### src/hw/dwi_pkg.sv
// Purpose: shared constants and types for the dac input word interface
// Assumes: 8-bit input word, single clock, synchronous active-high reset
// Notes: codes are unsigned steering codes toward the two current outputs
package dwi_pkg;
  localparam int DWI_WORD_W = 8;            // width of the input data word
  localparam int DWI_MSB = DWI_WORD_W - 1;  // position of the sign bit
  localparam logic [7:0] DWI_CODE_RST = 8'h00; // code after reset
  localparam logic [7:0] DWI_FULL_CODE = 8'hFF; // largest effective code
  localparam int DWI_LATENCY = 1;           // cycles from capture to output

  // input format selected by the strap
  typedef enum logic [0:0] {
    DWI_FMT_BINARY = 1'b0,
    DWI_FMT_TWOS = 1'b1
  } dwi_fmt_e;

  // pair of complementary steering codes
  typedef struct packed {
    logic [7:0] pos_code;   // share steered to the positive output
    logic [7:0] neg_code;   // share steered to the negative output
    logic on;               // current sources enabled
  } dwi_out_s;
endpackage : dwi_pkg

### src/hw/dwi_top.sv
// Purpose: digital front end of an 8-bit current-steering converter
// Assumes: data source meets setup/hold to clk; strap and power-down are
//          asynchronous pins and are synchronised here
// Notes: analog currents are represented by their steering codes
// How it works
// - capture whole word each rising edge
// - output follows capture by one cycle
// - strap low binary, strap high twos complement
// - twos complement flips the top bit
// - positive share equals code over 255
// - negative share equals 255 minus code
// - power-down high turns currents off
`timescale 1ns/100ps
module dwi_top
  import dwi_pkg::*;
(
  // clock and reset
  input wire logic clk,
  input wire logic rst,
  // data word from the source
  input wire logic [7:0] input_data_word,
  // strap and power-down pins (tie power-down low if unused)
  input wire logic format_strap,
  input wire logic power_down,
  // steering codes to the current array
  output logic [7:0] positive_current_output,
  output logic [7:0] negative_current_output,
  output logic outputs_enabled
);

  ////////////////////////////////////////////////////////////////////////
  // pin synchronisers: three stages, change taken when last two agree
  // a pin change reaches fmt_r or pd_r on the fourth edge after it and
  // the outputs one edge later; the strap is meant to be static, so
  // this delay only matters for power-down entry and exit
  logic [2:0] fmt_sync_r, fmt_sync_nxt;   // strap shift chain
  logic [2:0] pd_sync_r, pd_sync_nxt;     // power-down shift chain
  logic fmt_r, fmt_nxt;                   // filtered strap level
  logic pd_r, pd_nxt;                     // filtered power-down level

  // shift chains and agreement filter
  always_comb begin
    fmt_sync_nxt = {fmt_sync_r[1:0], format_strap};
    pd_sync_nxt = {pd_sync_r[1:0], power_down};
    fmt_nxt = fmt_r;
    pd_nxt = pd_r;
    // stage 0 is never looked at, only stages 1 and 2
    if (fmt_sync_r[1] == fmt_sync_r[2]) begin
      fmt_nxt = fmt_sync_r[2];
    end
    if (pd_sync_r[1] == pd_sync_r[2]) begin
      pd_nxt = pd_sync_r[2];
    end
  end

  // register sync state; reset assumes strap low and device awake
  always_ff @(posedge clk) begin
    if (rst) begin
      fmt_sync_r <= 3'h0;
      pd_sync_r <= 3'h0;
      fmt_r <= 1'b0;
      pd_r <= 1'b0;
    end else begin
      fmt_sync_r <= fmt_sync_nxt;
      pd_sync_r <= pd_sync_nxt;
      fmt_r <= fmt_nxt;
      pd_r <= pd_nxt;
    end
  end

  ////////////////////////////////////////////////////////////////////////
  // input capture: the whole word is taken at every rising edge and
  // conversion only ever looks at this copy, so a word that changes
  // between edges never reaches the current array half updated
  logic [7:0] word_r, word_nxt; // captured input word

  // next captured word is the word standing at the pins
  always_comb begin
    word_nxt = input_data_word;
  end

  // capture stage; reset loads the zero code
  always_ff @(posedge clk) begin
    if (rst) begin
      word_r <= DWI_CODE_RST;
    end else begin
      word_r <= word_nxt;
    end
  end

  ////////////////////////////////////////////////////////////////////////
  // code mapping on the captured word; the output register below adds
  // the one cycle between the capturing edge and the new currents
  dwi_fmt_e fmt_sel;   // strap as format enum
  logic [7:0] code;    // effective code of the captured word

  assign fmt_sel = dwi_fmt_e'(fmt_r);

  dwi_code_map dwi_code_map_inst (
    .word(word_r),
    .fmt(fmt_sel),
    .code(code)
  );

  ////////////////////////////////////////////////////////////////////////
  // output registers
  dwi_out_s out_r, out_nxt;  // registered steering pair

  // next output pair from the captured word; standby overrides below
  // standby zeroes both shares rather than freezing them, so a sleeping
  // array never sinks current on either output
  always_comb begin
    out_nxt.pos_code = code;
    out_nxt.neg_code = DWI_FULL_CODE - code;
    out_nxt.on = ~pd_r;
    if (pd_r) begin
      // currents off in standby: both shares zero
      out_nxt.pos_code = DWI_CODE_RST;
      out_nxt.neg_code = DWI_CODE_RST;
    end
  end

  // one register stage: fixed single-cycle latency, held between edges
  always_ff @(posedge clk) begin
    if (rst) begin
      out_r <= '{pos_code: DWI_CODE_RST, neg_code: DWI_CODE_RST, on: 1'b0};
    end else begin
      out_r <= out_nxt;
    end
  end

  assign positive_current_output = out_r.pos_code;
  assign negative_current_output = out_r.neg_code;
  assign outputs_enabled = out_r.on;

  ////////////////////////////////////////////////////////////////////////
  // checks
  // timing seen by the checks below: a word standing before edge k is
  // in word_r after edge k and in the outputs after edge k+1, so a
  // property triggered at edge k+1 compares against the pins two
  // samples back and against the mapped code one sample back
  logic past_ok_r; // one cycle out of reset seen
  always_ff @(posedge clk) begin
    if (rst) begin
      past_ok_r <= 1'b0;
    end else begin
      past_ok_r <= 1'b1;
    end
  end

  out_latency_a: assert property (@(posedge clk) disable iff (rst)
    past_ok_r && !pd_r |=> positive_current_output == $past(code))
    else $error("output does not follow word after one cycle");

  word_capture_a: assert property (@(posedge clk) disable iff (rst)
    past_ok_r && !pd_r && !fmt_r |=>
      positive_current_output == $past(input_data_word, 2))
    else $error("binary word not captured whole");

  twos_flip_a: assert property (@(posedge clk) disable iff (rst)
    past_ok_r && !pd_r && fmt_r |=>
      positive_current_output == ($past(input_data_word, 2) ^ 8'h80))
    else $error("top bit not flipped in twos complement");

  capture_reg_a: assert property (@(posedge clk) disable iff (rst)
    past_ok_r |-> word_r == $past(input_data_word))
    else $error("captured word differs from the pins");

  comp_sum_a: assert property (@(posedge clk) disable iff (rst)
    outputs_enabled |->
      8'(positive_current_output + negative_current_output) == 8'hFF)
    else $error("complementary shares do not sum to full code");

  neg_share_a: assert property (@(posedge clk) disable iff (rst)
    past_ok_r && !pd_r |=> negative_current_output == 8'hFF - $past(code))
    else $error("negative share is not the complement of the code");

  pd_off_a: assert property (@(posedge clk) disable iff (rst)
    past_ok_r && pd_r |=> !outputs_enabled && positive_current_output == 8'h00
      && negative_current_output == 8'h00)
    else $error("currents not off in power-down");

  enabled_on_a: assert property (@(posedge clk) disable iff (rst)
    past_ok_r && !pd_r |=> outputs_enabled)
    else $error("currents off while awake");

  hold_out_a: assert property (@(posedge clk) disable iff (rst)
    past_ok_r && $stable(word_r) && $stable(fmt_r) && $stable(pd_r)
      |=> $stable(positive_current_output))
    else $error("output changed without a new word");

  pd_sync_a: assert property (@(posedge clk) disable iff (rst)
    pd_sync_r[2] && pd_sync_r[1] |=> pd_r)
    else $error("power-down not taken after agreement");

  pd_filter_a: assert property (@(posedge clk) disable iff (rst)
    pd_sync_r[2] != pd_sync_r[1] |=> pd_r == $past(pd_r))
    else $error("power-down level moved while stages disagree");

  fmt_sync_a: assert property (@(posedge clk) disable iff (rst)
    fmt_sync_r[2] == fmt_sync_r[1] |=> fmt_r == $past(fmt_sync_r[2]))
    else $error("strap not taken after agreement");

  fmt_filter_a: assert property (@(posedge clk) disable iff (rst)
    fmt_sync_r[2] != fmt_sync_r[1] |=> fmt_r == $past(fmt_r))
    else $error("strap level moved while stages disagree");

  // main scenarios: full positive code in binary, full negative code in twos complement, back-to-back boundary
  // words, standby entry and exit
  cov_binary_c: cover property (@(posedge clk) !fmt_r && !pd_r ##1
    positive_current_output == 8'hFF);
  cov_twos_c: cover property (@(posedge clk) fmt_r && !pd_r ##1
    negative_current_output == 8'hFF);
  cov_sleep_c: cover property (@(posedge clk) outputs_enabled ##1
    !outputs_enabled);
  cov_wake_c: cover property (@(posedge clk) !outputs_enabled ##1
    outputs_enabled);
  cov_step_c: cover property (@(posedge clk)
    positive_current_output == 8'h00 ##1 positive_current_output == 8'hFF);
endmodule : dwi_top

### src/hw/dwi_code_map.sv
// Purpose: format mapping from captured word to effective code
// Assumes: purely combinational, same clock domain as caller
// Notes: twos complement is handled by flipping the top bit only
`timescale 1ns/100ps
module dwi_code_map
  import dwi_pkg::*;
(
  // captured word and format
  input wire logic [7:0] word,
  input wire dwi_fmt_e fmt,
  // effective code
  output logic [7:0] code
);
  // top bit flip maps signed range onto the binary scale
  always_comb begin
    code = word;
    if (fmt == DWI_FMT_TWOS) begin
      code[DWI_MSB] = ~word[DWI_MSB];
    end
  end
endmodule : dwi_code_map

### config.mk
export PLATFORM = sky130hd
export DESIGN_NAME = dwi_top
export DESIGN_NICKNAME = d
export VERILOG_FILES = /design/src/hw/dwi_pkg.sv /design/src/hw/dwi_top.sv /design/src/hw/dwi_code_map.sv
export SDC_FILE = /design/constraint.sdc
export NUM_CORES = 1
export LEC_CHECK = 0
export BUFFER_PORTS_ARGS = -buffer_cell sky130_fd_sc_hd__buf_2
export CORE_MARGIN = 5
export CORE_UTILIZATION = 42
export DETAILED_ROUTE_END_ITERATION = 8
export PLACE_DENSITY = 0.75
export REMOVE_ABC_BUFFERS = 1
export SKIP_LAST_GASP = 1
export SYNTH_ARGS = -nofsm -noshare
export SYNTH_HDL_FRONTEND = slang
export SYNTH_SLANG_ARGS = --single-unit
export TNS_END_PERCENT = 10
### constraint.sdc
create_clock -name clk -period 0.8 [get_ports clk]
set_input_delay 0.12 -clock clk [delete_from_list [all_inputs] [get_ports clk]]
set_output_delay 0.12 -clock clk [all_outputs]
set_load 0.05 [all_outputs]
==> run metrics <==
Crit path required time 0.68 ns; fin crit share 118%; largest net degree at the start of global routing 17; Yosys top cell by area dfxtp_1; Slowest-stage cell, CP dfxtp_1; worst-case clock buffer depth 2; CTS Buf Count 5; GRT met2 Usage approximately a fifth; WP data arrival 0.83 ns; Static Leak 0.617 nW; # port buffers 28; io pins 29; Max Fclk ~1100 MHz; Clock transition at path regs about 0.10 ns; clock skew 0.00695 ns; slew of the pin with the lowest slew margin 0.208 ns; CP delay by family, top flip-flops; largest stage delay on the critical path 0.34 ns; Synth Area in Compound Gates about 2.2%; Initial Util between 40% and 50%; post-route minimum period 0.947 ns; Post-Synth Adder-Cell Area 0%; DR WL/cell 10.7 um; total gr overflow 0; number of distinct library cells after synthesis 13; post-synthesis cell area ~910 um2; Critical Path End Type primary output; total negative slack -3.26 ns; worst-path fanout max 1; Slew HR a little under nine tenths; fin nets 129; top post-synthesis cells by area dfxtp_1 (73%), and2_1 (5.5%), nor2b_1 (5.5%); GR peak layer met2; synthesis-to-finish area growth 48.8%; mux share of post-synthesis cell area 0%; Pwr Density 2370 nW/um2; iteration-0 DRC count of the detailed router 5; diodes inserted 0; status complete, but fails checks; Final Hold Violating Endpoints 0; core area 2000 um2; Final WS setup -0.147 ns; htree depth 2; CP Cell Sequence buf_6; xor and xnor area share after synthesis 0.967%; gpl congestion 0.682; Die Wd 56.4 um; total power 3.19 mW; number of global-route vias before repair 604; Routed WL 1560 um; initial antenna violation count 0; CTS root buffer clkbuf_4; Global Route met1 Usage 8.33%; Hold WC Path Type in2reg; synth warn 0; Vias 620; RSZ-0062 raised after global routing yes; die height 56.4 um; main combinational cell family by area after synthesis simple AND/OR/NAND/NOR gates; first-pass GRT wire length 2420 um; met3 Usage GRT 5.05%; Site Rows 16; worst vdd ir approximately 0.0016 V; worst-skew pair later-pin latency 0.32 ns; Die ar. 3190 um2; failing checks negative setup slack; flop and latch count out of synthesis 33; DR pass1 iterations 4; simple-gate area share of the yosys netlist 20.9%; clock sink count 33; register area share after synthesis 72.9%; detailed placer's ending HPWL 1050 um; Post-route DRC 0; cell count after synthesis 74; Detail Route Antenna Nets 0; crit start category flop; Finish-stage setup viols 33; layout cells sized above 1 40.7%; Max Cap Viol 0; GRT Overall Usage 10.6%; CTS tree yes; Crit Path Category reg2out; Vias per Instance 4.28; Syn Area/Cell about 12 um2; top cell type's share of synthesized area 72.9%; Buf/Inv on CP 1; Final Max Tran Viols 0
[kinds of logic after synthesis]
family / Yosys count
and+or+nand+nor: 33
DFF: 33
AOI/OAI and AO/OA: 4
xor gates and xnor gates: 1
buffers and inverters: 3
[per-layer routing]
| metal | routed length, um | share of wire [%] |
|---|---|---|
| met3 | 140 | 9.0 |
| met5 | 0 | 0 |
| met4 | 58 | 3.7 |
| met1 | 532 | 34 |
| met2 | 827 | 53 |
[cell usage in the layout, fill, tap and decap left out]
master	count
or2_4	1
dlygate4sd3_1	6
and2b_1	6
buf_8	3
clkbuf_8	2
buf_2	11
a21oi_1	2
nor2_1	8
inv_8	1
xnor2_1	1
clkinv_2	1
dfxtp_2	6
nor2b_1	8
buf_6	13
and2_1	8
buf_4	5
clkbuf_4	5
dfxtp_1	27
o21ai_0	2
nand2_1	2
[final cells by class]
cell class / count / area [um2]
clock inverters: 1 / 5.00
repair buffers: 38 / 344
multi-input cells: 38 / 220
fillers: 149 / 654
flip-flops and latches: 33 / 668
inverters: 1 / 11.3
well taps: 27 / 33.8
clock buffers: 7 / 65.1
[through the flow]
step | util, % | cell area (um2) | cells | hold WS (ns) | worst slack [ns]
floorplan | - | 890 | 72 | 0.189 | -0.136
global placement | 54.6 | 1090 | 131 | 0.325 | -0.112
detailed placement | 54.6 | 1090 | 131 | 0.333 | -0.149
CTS | 65.8 | 1320 | 143 | 0.00363 | -0.155
global route | 67.3 | 1350 | 145 | -0.00424 | -0.189
finish | 67.3 | 1350 | 145 | 0.00851 | -0.147
[what timing repair did]
item | 4_1_cts | 5_1_grt
setup buffers | 0 | 0
hold buffers | 4 | 2
resized for setup | 38 | 5
setup endpoints to repair | 34 | 34
hold endpoints to repair | 4 | 2
[registers in the layout, summed over array words and instances (netlist names)]
register	flops
negative_current_output	8
positive_current_output	8
word_r	8
fmt_sync_r	3
pd_sync_r	3
fmt_r	1
outputs_enabled	1
pd_r	1
[cells in the mapped netlist]
master	n
a21oi_1	2
nor2b_1	8
and2_1	8
nand2_1	2
o21ai_0	2
or2_1	1
dfxtp_1	33
inv_8	1
and2b_1	6
xnor2_1	1
nor2_1	8
buf_2	1
buf_6	1
[worst register-to-register path, stage by stage, from the launching register on]
cell and delay, ns:
dfxtp_1 0.32, or2_4 0.28, buf_4 0.16, nor2_1 0.08
[worst paths after layout]
kind	start	to	slack, ns	depth (start not counted)
worst max-delay path	negative_current_output[2]	negative_current_output[2]	-0.15	1
worst min-delay path	input_data_word[0]	word_r[0]	0.009	2
worst max register to register	pd_r	negative_current_output[3]	-0.10	3
worst min register to register	word_r[1]	negative_current_output[1]	0.40	1
[report_power, final]
part | internal (mW) | switching (mW)
clock network | 0.509 | 0.509
logic | 0.177 | 0.234
registers | 1.73 | 0.0347
No activity file was read; power rests on OpenSTA's default activity.
